**config.mk**
```make
export PLATFORM = sky130hd
export DESIGN_NAME = cirs_sequencer
export DESIGN_NICKNAME = d
export VERILOG_FILES = /design/src/rtl/cirs_pkg.sv /design/src/rtl/cirs_sequencer.sv
export SDC_FILE = /design/constraint.sdc
export NUM_CORES = 1
export LEC_CHECK = 0
export CAP_MARGIN = 40
export CORE_MARGIN = 5
export CORE_UTILIZATION = 44
export CTS_BUF_LIST = sky130_fd_sc_hd__clkbuf_8
export CTS_CLUSTER_SIZE = 25
export DETAILED_ROUTE_END_ITERATION = 7
export DONT_BUFFER_PORTS = 1
export PLACE_DENSITY = 0.62
export SYNTH_ARGS = -nofsm -noshare
export SYNTH_HDL_FRONTEND = slang
export SYNTH_SLANG_ARGS = --single-unit
```
**constraint.sdc**
```tcl
create_clock -name CLOCK -period 4.45 [get_ports CLOCK]
set_input_delay 0 -clock CLOCK [delete_from_list [all_inputs] [get_ports CLOCK]]
set_output_delay 0 -clock CLOCK [all_outputs]
set_load 0.02 [all_outputs]
```
**src/rtl/cirs_pkg.sv**
```systemverilog
// Purpose: constants for the interrupt, trap, wait and restart sequencer
// Assumes: 8-bit data, 16-bit addresses, vectors at the top of memory
// Notes: one machine cycle is one phase-one plus one phase-two strobe pair
package cirs_pkg;
  // ----------------------------------------------------------------
  // Vectors (lower address holds the high byte)
  // ----------------------------------------------------------------
  localparam logic [15:0] VEC_RESTART = 16'hFFFE;
  localparam logic [15:0] VEC_NMI = 16'hFFFC;
  localparam logic [15:0] VEC_TRAP = 16'hFFFA;
  localparam logic [15:0] VEC_IRQ = 16'hFFF8;
  // ----------------------------------------------------------------
  // Condition codes, register reset values and stacked byte count
  // ----------------------------------------------------------------
  localparam int MASK_BIT = 4;
  localparam logic [7:0] CC_RESET = 8'h10;
  localparam logic [15:0] SP_RESET = 16'h0000;
  localparam int STACK_BYTES = 7;
  // ----------------------------------------------------------------
  // Sequencer states and request sources
  // ----------------------------------------------------------------
  typedef enum logic [2:0] {
    ST_RUN = 3'b000,
    ST_STACK = 3'b001,
    ST_VEC_HI = 3'b010,
    ST_VEC_LO = 3'b011,
    ST_WAIT = 3'b100,
    ST_IDLE = 3'b101
  } cirs_state_t;
  typedef enum logic [1:0] {
    SRC_NMI = 2'b00,
    SRC_IRQ = 2'b01,
    SRC_TRAP = 2'b10,
    SRC_WAIT = 2'b11
  } cirs_src_t;
endpackage

```
**src/rtl/cirs_sequencer.sv**
```systemverilog
// Purpose: interrupt, trap, wait and restart sequencing of an 8-bit CPU
// Assumes: PHI1/PHI2 are single-cycle strobes from a phase generator on
//   CLOCK; the core pulses INSTR_DONE in the last cycle of an instruction
// Notes: one bus byte per machine cycle; address is presented on the
//   phase-one strobe and data is captured on the phase-two strobe
`timescale 1ns/100ps

module cirs_sequencer
  import cirs_pkg::*;
(
  input wire logic CLOCK,
  input wire logic SYS_RST,
  input wire logic PHI1,
  input wire logic PHI2,
  input wire logic RESET_N,
  input wire logic NMI_N,
  input wire logic IRQ_N,
  input wire logic HALT_N,
  input wire logic INSTR_DONE,
  input wire logic TRAP_EXEC,
  input wire logic WAIT_EXEC,
  input wire logic CC_WR,
  input wire logic [7:0] CC_WDATA,
  input wire logic [15:0] PC_IN,
  input wire logic [15:0] X_IN,
  input wire logic [7:0] A_IN,
  input wire logic [7:0] B_IN,
  input wire logic [15:0] SP_IN,
  input wire logic [7:0] DATA_IN,
  output logic [15:0] ADDR,
  output logic [7:0] DATA_OUT,
  output logic DATA_OE,
  output logic RW,
  output logic VMA,
  output logic BUSY,
  output logic HALTED,
  output logic CLEAR_REGS,
  output logic PC_LOAD,
  output logic [15:0] PC_OUT,
  output logic [15:0] SP_OUT,
  output logic [7:0] CC_OUT
);
  // ----------------------------------------------------------------
  // Pin synchronisers: three flops, change counts when 2nd and 3rd agree
  // ----------------------------------------------------------------
  logic [2:0] rst_s_q, nmi_s_q, irq_s_q, halt_s_q;
  logic rst_f_q, nmi_f_q, irq_f_q, halt_f_q;
  always_ff @(posedge CLOCK or posedge SYS_RST) begin
    if (SYS_RST) begin
      rst_s_q <= 3'h0;
      nmi_s_q <= 3'h7;
      irq_s_q <= 3'h7;
      halt_s_q <= 3'h7;
      rst_f_q <= 1'b0;
      nmi_f_q <= 1'b1;
      irq_f_q <= 1'b1;
      halt_f_q <= 1'b1;
    end else begin
      rst_s_q <= {rst_s_q[1:0], RESET_N};
      nmi_s_q <= {nmi_s_q[1:0], NMI_N};
      irq_s_q <= {irq_s_q[1:0], IRQ_N};
      halt_s_q <= {halt_s_q[1:0], HALT_N};
      if (rst_s_q[1] == rst_s_q[2]) rst_f_q <= rst_s_q[2];
      if (nmi_s_q[1] == nmi_s_q[2]) nmi_f_q <= nmi_s_q[2];
      if (irq_s_q[1] == irq_s_q[2]) irq_f_q <= irq_s_q[2];
      if (halt_s_q[1] == halt_s_q[2]) halt_f_q <= halt_s_q[2];
    end
  end
  wire rst_clean = (rst_s_q[1] == rst_s_q[2]) ? rst_s_q[2] : rst_f_q;
  wire nmi_clean = (nmi_s_q[1] == nmi_s_q[2]) ? nmi_s_q[2] : nmi_f_q;
  wire irq_clean = (irq_s_q[1] == irq_s_q[2]) ? irq_s_q[2] : irq_f_q;
  wire halt_clean = (halt_s_q[1] == halt_s_q[2]) ? halt_s_q[2] : halt_f_q;
  // Reset pin low holds the restart pending; its rising edge starts it
  wire rst_rise = rst_clean & ~rst_f_q;
  wire nmi_fall = ~nmi_clean & nmi_f_q;
  // ----------------------------------------------------------------
  // State
  // ----------------------------------------------------------------
  cirs_state_t state_q, state_d;
  cirs_src_t src_q, src_d;
  logic nmi_pend_q, nmi_pend_d;
  logic irq_lvl_q, irq_lvl_d;
  logic restart_q, restart_d;
  logic [2:0] idx_q, idx_d;
  logic [15:0] sp_q, sp_d;
  logic [7:0] cc_q, cc_d;
  logic [7:0] vhi_q, vhi_d;
  logic [15:0] pc_q, pc_d;
  logic [15:0] vec_q, vec_d;
  logic [7:0] dout_q, dout_d;
  logic pcl_q, pcl_d;
  // ----------------------------------------------------------------
  // Decode
  // ----------------------------------------------------------------
  wire mask = cc_q[MASK_BIT];
  wire hw_ok = halt_clean;
  wire irq_take = irq_lvl_q & ~mask & hw_ok;
  wire nmi_take = nmi_pend_q & hw_ok;
  wire at_end = INSTR_DONE & PHI1;
  wire in_reset = ~rst_clean;
  logic [7:0] push_byte;
  always_comb begin
    case (idx_q)
      3'd0: push_byte = PC_IN[7:0];
      3'd1: push_byte = PC_IN[15:8];
      3'd2: push_byte = X_IN[7:0];
      3'd3: push_byte = X_IN[15:8];
      3'd4: push_byte = B_IN;
      3'd5: push_byte = A_IN;
      default: push_byte = cc_q;
    endcase
  end
  wire [15:0] vec_addr = (state_q == ST_VEC_LO) ? (vec_q | 16'h0001)
                                                 : vec_q;
  // ----------------------------------------------------------------
  // Next state
  // ----------------------------------------------------------------
  always_comb begin
    state_d = state_q;
    src_d = src_q;
    idx_d = idx_q;
    sp_d = sp_q;
    cc_d = CC_WR ? CC_WDATA : cc_q;
    vhi_d = vhi_q;
    pc_d = pc_q;
    vec_d = vec_q;
    dout_d = dout_q;
    pcl_d = 1'b0;
    restart_d = restart_q;
    // Edge flag: a new edge wins over the clear on acceptance
    nmi_pend_d = nmi_fall | nmi_pend_q;
    if (PHI2) irq_lvl_d = ~irq_clean;
    else irq_lvl_d = irq_lvl_q;
    if (in_reset) begin
      state_d = ST_IDLE;
      sp_d = SP_RESET;
      cc_d = CC_RESET;
      nmi_pend_d = 1'b0;
      restart_d = 1'b1;
    end else if (rst_rise || (restart_q && state_q == ST_IDLE)) begin
      if (PHI1) begin
        state_d = ST_VEC_HI;
        vec_d = VEC_RESTART;
        restart_d = 1'b0;
      end
    end else begin
      case (state_q)
        ST_RUN: begin
          if (at_end && nmi_take) begin
            state_d = ST_STACK;
            src_d = SRC_NMI;
            nmi_pend_d = nmi_fall;
            idx_d = 3'd0;
            sp_d = SP_IN;
          end else if (at_end && irq_take) begin
            state_d = ST_STACK;
            src_d = SRC_IRQ;
            idx_d = 3'd0;
            sp_d = SP_IN;
          end else if (at_end && TRAP_EXEC) begin
            state_d = ST_STACK;
            src_d = SRC_TRAP;
            idx_d = 3'd0;
            sp_d = SP_IN;
          end else if (at_end && WAIT_EXEC) begin
            state_d = ST_STACK;
            src_d = SRC_WAIT;
            idx_d = 3'd0;
            sp_d = SP_IN;
          end
        end
        ST_STACK: begin
          if (!PHI2) dout_d = push_byte;
          if (PHI2) begin
            sp_d = sp_q - 16'h0001;
            idx_d = idx_q + 3'd1;
            if (idx_q == 3'(STACK_BYTES - 1)) begin
              if (src_q == SRC_WAIT) begin
                state_d = ST_WAIT;
              end else begin
                cc_d[MASK_BIT] = 1'b1;
                state_d = ST_VEC_HI;
                vec_d = (src_q == SRC_NMI) ? VEC_NMI :
                        (src_q == SRC_IRQ) ? VEC_IRQ : VEC_TRAP;
              end
            end
          end
        end
        ST_WAIT: begin
          if (nmi_take) begin
            nmi_pend_d = nmi_fall;
            cc_d[MASK_BIT] = 1'b1;
            vec_d = VEC_NMI;
            state_d = ST_VEC_HI;
          end else if (irq_take) begin
            cc_d[MASK_BIT] = 1'b1;
            vec_d = VEC_IRQ;
            state_d = ST_VEC_HI;
          end
        end
        ST_VEC_HI: begin
          if (PHI2) begin
            vhi_d = DATA_IN;
            state_d = ST_VEC_LO;
          end
        end
        ST_VEC_LO: begin
          if (PHI2) begin
            pc_d = {vhi_q, DATA_IN};
            pcl_d = 1'b1;
            state_d = ST_RUN;
          end
        end
        default: state_d = ST_RUN;
      endcase
    end
  end
  // ----------------------------------------------------------------
  // Registers
  // ----------------------------------------------------------------
  always_ff @(posedge CLOCK or posedge SYS_RST) begin
    if (SYS_RST) begin
      state_q <= ST_IDLE;
      src_q <= SRC_NMI;
      nmi_pend_q <= 1'b0;
      irq_lvl_q <= 1'b0;
      restart_q <= 1'b1;
      idx_q <= 3'h0;
      sp_q <= SP_RESET;
      cc_q <= CC_RESET;
      vhi_q <= 8'h00;
      pc_q <= 16'h0000;
      vec_q <= VEC_RESTART;
      dout_q <= 8'h00;
      pcl_q <= 1'b0;
    end else begin
      state_q <= state_d;
      src_q <= src_d;
      nmi_pend_q <= nmi_pend_d;
      irq_lvl_q <= irq_lvl_d;
      restart_q <= restart_d;
      idx_q <= idx_d;
      sp_q <= sp_d;
      cc_q <= cc_d;
      vhi_q <= vhi_d;
      pc_q <= pc_d;
      vec_q <= vec_d;
      dout_q <= dout_d;
      pcl_q <= pcl_d;
    end
  end
  // ----------------------------------------------------------------
  // Outputs
  // ----------------------------------------------------------------
  wire stacking = (state_q == ST_STACK);
  wire vectoring = (state_q == ST_VEC_HI) || (state_q == ST_VEC_LO);
  // Vector addresses already carry all-ones in the upper byte
  assign ADDR = stacking ? sp_q :
                (vectoring ? vec_addr : 16'hFF00);
  assign DATA_OUT = dout_q;
  assign DATA_OE = stacking;
  assign RW = ~stacking;
  assign VMA = stacking | vectoring;
  assign BUSY = (state_q != ST_RUN);
  assign HALTED = (state_q == ST_WAIT);
  assign CLEAR_REGS = in_reset | (state_q == ST_IDLE);
  assign PC_LOAD = pcl_q;
  assign PC_OUT = pc_q;
  assign SP_OUT = sp_q;
  assign CC_OUT = cc_q;
endmodule // cirs_sequencer

```
; ---- Word level (Yosys, flattened, before mapping)
; Index checks and enable logic that the tools add are counted.
[totals]
elab_cells = 176
regBits = 100
output_inout_bits = 71
[classes]
n_reduce_logical = 23
n_addsub = 2
n_mux = 74
bitwise_logic = 17
eq_ne = 38
[ops]
columns = op, n
row1 = 2-to-1 mux 16 bit, 16
row2 = case mux 16 bit (2 select lines), 2
row3 = 2-to-1 mux 3 bit, 21
row4 = case mux 8 bit (6 select lines), 1
row5 = 2-to-1 mux 1 bit, 23
row6 = AND reduction 4 bit, 5
row7 = "subtractor 16 x 1 -> 16 bit, second input constant", 1
row8 = "equality test 3 bit, second input constant", 5
row9 = case mux 3 bit (5 select lines), 1
row10 = AND reduction 7 bit, 2
row11 = "equality test 3 x 2 -> 1 bit, second input constant", 4
row12 = 2-to-1 mux 2 bit, 5
row13 = "inequality test 2 bit, second input constant", 5
row14 = "inequality test 3 bit, second input constant", 3
row15 = 2-to-1 mux 8 bit, 1
row16 = "inequality test 4 bit, second input constant", 2
row17 = inverter 1 bit, 8
row18 = "inequality test 7 bit, second input constant", 1
row19 = AND 1 bit, 6
row20 = "equality test 3 x 1 -> 1 bit, second input constant", 2
row21 = zero test 3 bit, 2
row22 = "inequality test 3 x 1 -> 1 bit, second input constant", 2
row23 = "inequality test 6 bit, second input constant", 1
row24 = case mux 3 bit (2 select lines), 1
row25 = 22 further kinds, 34

; ---- Depth between registers and ports, before layout
[depth]
ltp_word = 9
ltp_mapped = 8
mapped_depth_nobuf = 7

; ---- Worst setup path after synthesis
; Ideal clock, no wire load.
[synth_path]
path_type = register to register
from = register state_q[2]
to = register state_q[1]
t_arrival_ps = 2026
synth_period_minus_slack_ps = 2147
stages_incl_launch_ff = 6
slack_ps = 2303
setup_time_ps = 121
cell_sequence = dfstp_2 inv_1 nor3_1 a32oi_1 and3_1 a22o_1
[synth_between]
elab_cells_between_ends = 19
cone_classes = eq/ne (12) / mux (3) / reduce/logical (4)
[synth_lines]
columns = item, line
row1 = start: declaration, cirs_sequencer.sv:79  ; cirs_state_t state_q, state_d;
row2 = start signal: assignment, cirs_sequencer.sv:237  ; state_q <= state_d;
row3 = equality test 3 bit (*), -
row4 = net HALTED, cirs_sequencer.sv:36  ; output logic HALTED,
row5 = case mux 3 bit (5 select lines), cirs_sequencer.sv:147  ; case (state_q)
row6 = 2-to-1 mux 3 bit, cirs_sequencer.sv:140  ; end else if (rst_rise || (restart_q && state_q == ST_IDLE)) begin
row7 = 2-to-1 mux 3 bit, cirs_sequencer.sv:134  ; if (in_reset) begin
; The timed path passes the listed nets; every way through them passes the cells marked *.
; A chain may end at the register's enable or synchronous reset.

; ---- Worst setup path in the final report
[layout_path]
from = register idx_q[2]
to = register dout_q[3], in the netlist DATA_OUT[3]
[layout_between]
elab_chain_len = 2
elab_cells_between_ends = 7
cone_classes = eq/ne (5) / mux (1) / reduce/logical (1)
[layout_rtl]
columns = item, line
row1 = start: declaration, cirs_sequencer.sv:84  ; logic [2:0] idx_q, idx_d;
row2 = start signal: assignment, cirs_sequencer.sv:242  ; idx_q <= idx_d;
row3 = "equality test 3 bit, or another cell as far along", cirs_sequencer.sv:103  ; case (idx_q)
row4 = case mux 8 bit (6 select lines) (*), cirs_sequencer.sv:103
row5 = end signal: assignment, cirs_sequencer.sv:248  ; dout_q <= dout_d;
row6 = end: declaration, cirs_sequencer.sv:90  ; logic [7:0] dout_q, dout_d;
; Mark *: on every way between the ends. The rest lies on a longest branch, timed or not.

==> run_results.csv <==
group,metric,value,unit
status,status,"finished clean",
route,wl_per_cell,20.3,um
critical_path,cp_max_fo,15,
layout,diodes,0,
timing,max_freq,0.320,GHz
critical_path,cp_slowest_cell,"dfrtp_1",
logic_synthesis,syn_inst,448,
layout,area_growth,22.5,%
cts,cts_buffer_depth,2,
cts,numCtsBuffers,9,
cts,numClockSinks,86,
cts,postCtsHoldBufs,67,
logic_synthesis,ys_types,67,
pwr,ir_drop,0.256,mV
place,gp_congestion,0.871,
timing,maxSlewViolCount,0,
timing,slew_headroom,52.2,%
place,dp_slack,1.67,ns
timing,fin_tns_setup,0,ns
critical_path,end_kind,"flip-flop",
route,first_pass_iters,6,
critical_path,critPathLaunchType,"flip-flop",
logic_synthesis,synth_top_area_cell,"dfrtp_1",
grt,grt_overflow,0,
floorplanning,io_pins,163,
timing,period_minus_slack,3.12,ns
route,ant_nets,0,
pwr,p_leak,2.34,nW
cts,cts.repair.resized,0,
route,highest-signal-layer,"met4",
timing,fin_ws,1.33,ns
logic_synthesis,synth-seq-cells,86,
critical_path,crit_start,"idx_q[2]",
timing,worst_slew_pin_slew,0.713,ns
layout,drive_gt1_share,16.2,%
timing,setup_violations,0,
layout,nFillCells,903,
floorplanning,core,0.0101,mm^2
timing,skew,0.0145,ns
critical_path,cpLargestDelayFamily,"buffers and inverters",
cts,postCtsSetupBuffers,0,
logic_synthesis,netlist_area,0.00451,mm^2
timing,post-route-period-util,70.2,%
floorplanning,fp.dieH,111,um
floorplanning,core.rowCount,37,
grt,first_global_vias,3992,
route,drc,0,
grt,antenna_found_initial,0,
logic_synthesis,ys_seq_area_share,48.3,%
logic_synthesis,syn_nets,546,
critical_path,rr_startpoint,"idx_q[2]",
critical_path,reg2reg_to,"DATA_OUT[3]",
route,drtIter0Drc,514,
critical_path,crit_path_max_incr_delay,0.71,ns
logic_synthesis,synth_common_cells,"dfrtp_1, a21oi_1, nor2_1",
critical_path,r2r_cells,7,
cts,clk_pin_slew,0.09,ns
timing,hold_viol_final,0,
logic_synthesis,synth.avg_cell_area,10.1,um^2
floorplanning,dieArea,0.0124,mm^2
cts,cts_tree,"yes",
logic_synthesis,ys.flop_type,"dfrtp_1",
critical_path,path_cells,"clkinv_1 > ha_1 > nor4_1 > buf_4 > a222oi_1 > dlygate4sd3_1 > a21oi_1",
critical_path,crit_cells,7,
timing,rsz0062_at_grt,"no",
cts,cts_htree_levels,3,
critical_path,crit_arrival,3.42,ns
run,maxCapViolCount,0,
route,met1_length,5260,um
route,wl,13100,um
route,vias,3921,
cts,cts_root_buffer,"clkbuf_8",
critical_path,worstPathRequired,4.74,ns
logic_synthesis,synth_top_cells_by_area,"dfrtp_1, dfstp_2, mux2_2",
route,route.met2.wl,6400,um
pwr,power_density,527,mW/mm^2
logic_synthesis,synth_top_cell_area_share,37.8,%
critical_path,cp_num_buf_inv,3,
logic_synthesis,synth_most_common_cell,"dfrtp_1",
logic_synthesis,yosysWarnings,0,
layout,seq_area,0.00217,mm^2
critical_path,criticalPathCategory,"reg -> reg",
cts,clk_latency,0.37,ns
layout,multi_input_area,0.00216,mm^2
grt,grt_max_degree,49,
place,post-dp-hpwl,8770,um
route,wl_met3,1140,um
worst_hold_path,hold_path_class,"in -> reg",
logic_synthesis,async_reset_ff_share,100,%
logic_synthesis,synth_edf_count,0,
floorplanning,fp.dieW,111,um
grt,grt_util_all_layers,21.3,%
place,portBuffers,0,
grt,grt_pass1_wl,21400,um
floorplanning,start_util,44.4,%
layout,nNetsFinal,604,
critical_path,endpoint,"DATA_OUT[3]",
critical_path,regToRegSetupSlack,1.33,ns
route,viasPerCell,6.06,
sequential cells by signal, indices dropped and copies added, names as in the netlist, 2 cells and up:
name	cells
PC_OUT	16
rst_s_q	3
vhi_q	8
vec_q	2
src_q	2
SP_OUT	16
halt_s_q	3
nmi_s_q	3
DATA_OUT	8
idx_q	3
irq_s_q	3
state_q	3
CC_OUT	8
cell families after synthesis:
| kind of cell | synth area share (%) |
|---|---|
| AO/OA/AOI/OAI | 22.2 |
| AND/OR/NAND/NOR | 14.5 |
| flip-flops | 48.3 |
| buffers and inverters | 3.92 |
| multiplexers | 8.78 |
| adder cells (fa/ha/maj) | 2.33 |
layout make-up:
type	instances	share of cell area, %
sequential	86	39.4
inverter	13	0.907
multi-input combinational	320	39.1
clock buffer	9	2.24
timing repair buffer	76	13.3
clock inverter	7	1.93
tap	136	3.08
per-layer routing:
metal,vias to the layer above,global-route usage [%]
met1,1912,26.8
li1,1783,-
met4,0,8.19
met2,201,34.2
met3,25,6.99
met5,-,0
stage by stage:
| step | total power [mW] | util, % | cells | hold WS, ns | area [um^2] |
|---|---|---|---|---|---|
| 6_report | 2.91 | 54.4 | 647 | 0.0503 | 5520 |
| 5_1_grt | 3.11 | 54.4 | 647 | 0.0360 | 5520 |
| 4_1_cts | 2.92 | 54.4 | 646 | 0.00598 | 5510 |
| 3_5_place_dp | 2.17 | 45.5 | 563 | 0.00456 | 4610 |
| 3_3_place_gp | 2.15 | 45.4 | 562 | 0.00237 | 4610 |
| 2_1_floorplan | 1.95 | - | 448 | 0.00448 | 4510 |
worst min-delay path, delay by kind of cell:
kind | cells | cell delay (ns)
AO/OA/AOI/OAI | 2 | 0.20
AND/OR/NAND/NOR | 2 | 0.21
worst min path at each step:
| stage | startpoint | end | depth (start not counted) |
|---|---|---|---|
| 5_1_grt | WAIT_EXEC | state_q[2] | 4 |
| 4_1_cts | WAIT_EXEC | state_q[2] | 4 |
| 3_3_place_gp | SYS_RST | rst_s_q[2] | 1 |
| 2_1_floorplan | HALT_N | halt_s_q[0] | 0 |
| 6_report | WAIT_EXEC | state_q[2] | 4 |
| 3_5_place_dp | IRQ_N | irq_s_q[0] | 0 |
report_power, final:
group | total (mW) | switching, mW | internal [mW]
Sequential | 1.25 | 0.298 | 0.955
Combinational | 1.02 | 0.605 | 0.418
Clock | 0.632 | 0.308 | 0.325
Total | 2.91 | 1.21 | 1.70
layout by cell type (no fill, tap or decap), types with 3 or more instances in the layout:
cell / count
or3_1: 3
nand3b_1: 4
o21a_1: 6
a31oi_1: 5
dfrtp_1: 68
clkbuf_8: 9
mux2i_1: 8
nand2_1: 38
o21ai_0: 22
inv_1: 10
o21ai_1: 3
nand3_1: 7
buf_4: 8
nor2_1: 40
a221o_1: 4
a21o_1: 5
nor4_1: 3
maj3_1: 3
o31ai_1: 5
a21oi_1: 40
a32o_1: 5
clkinv_4: 3
nand2b_1: 10
dfstp_2: 18
o211ai_1: 3
dlygate4sd3_1: 67
a222oi_1: 12
a211oi_1: 4
nor2b_1: 4
ha_1: 6
nor3_1: 7
mux2_2: 28
Power figures use the tool's default switching activity.
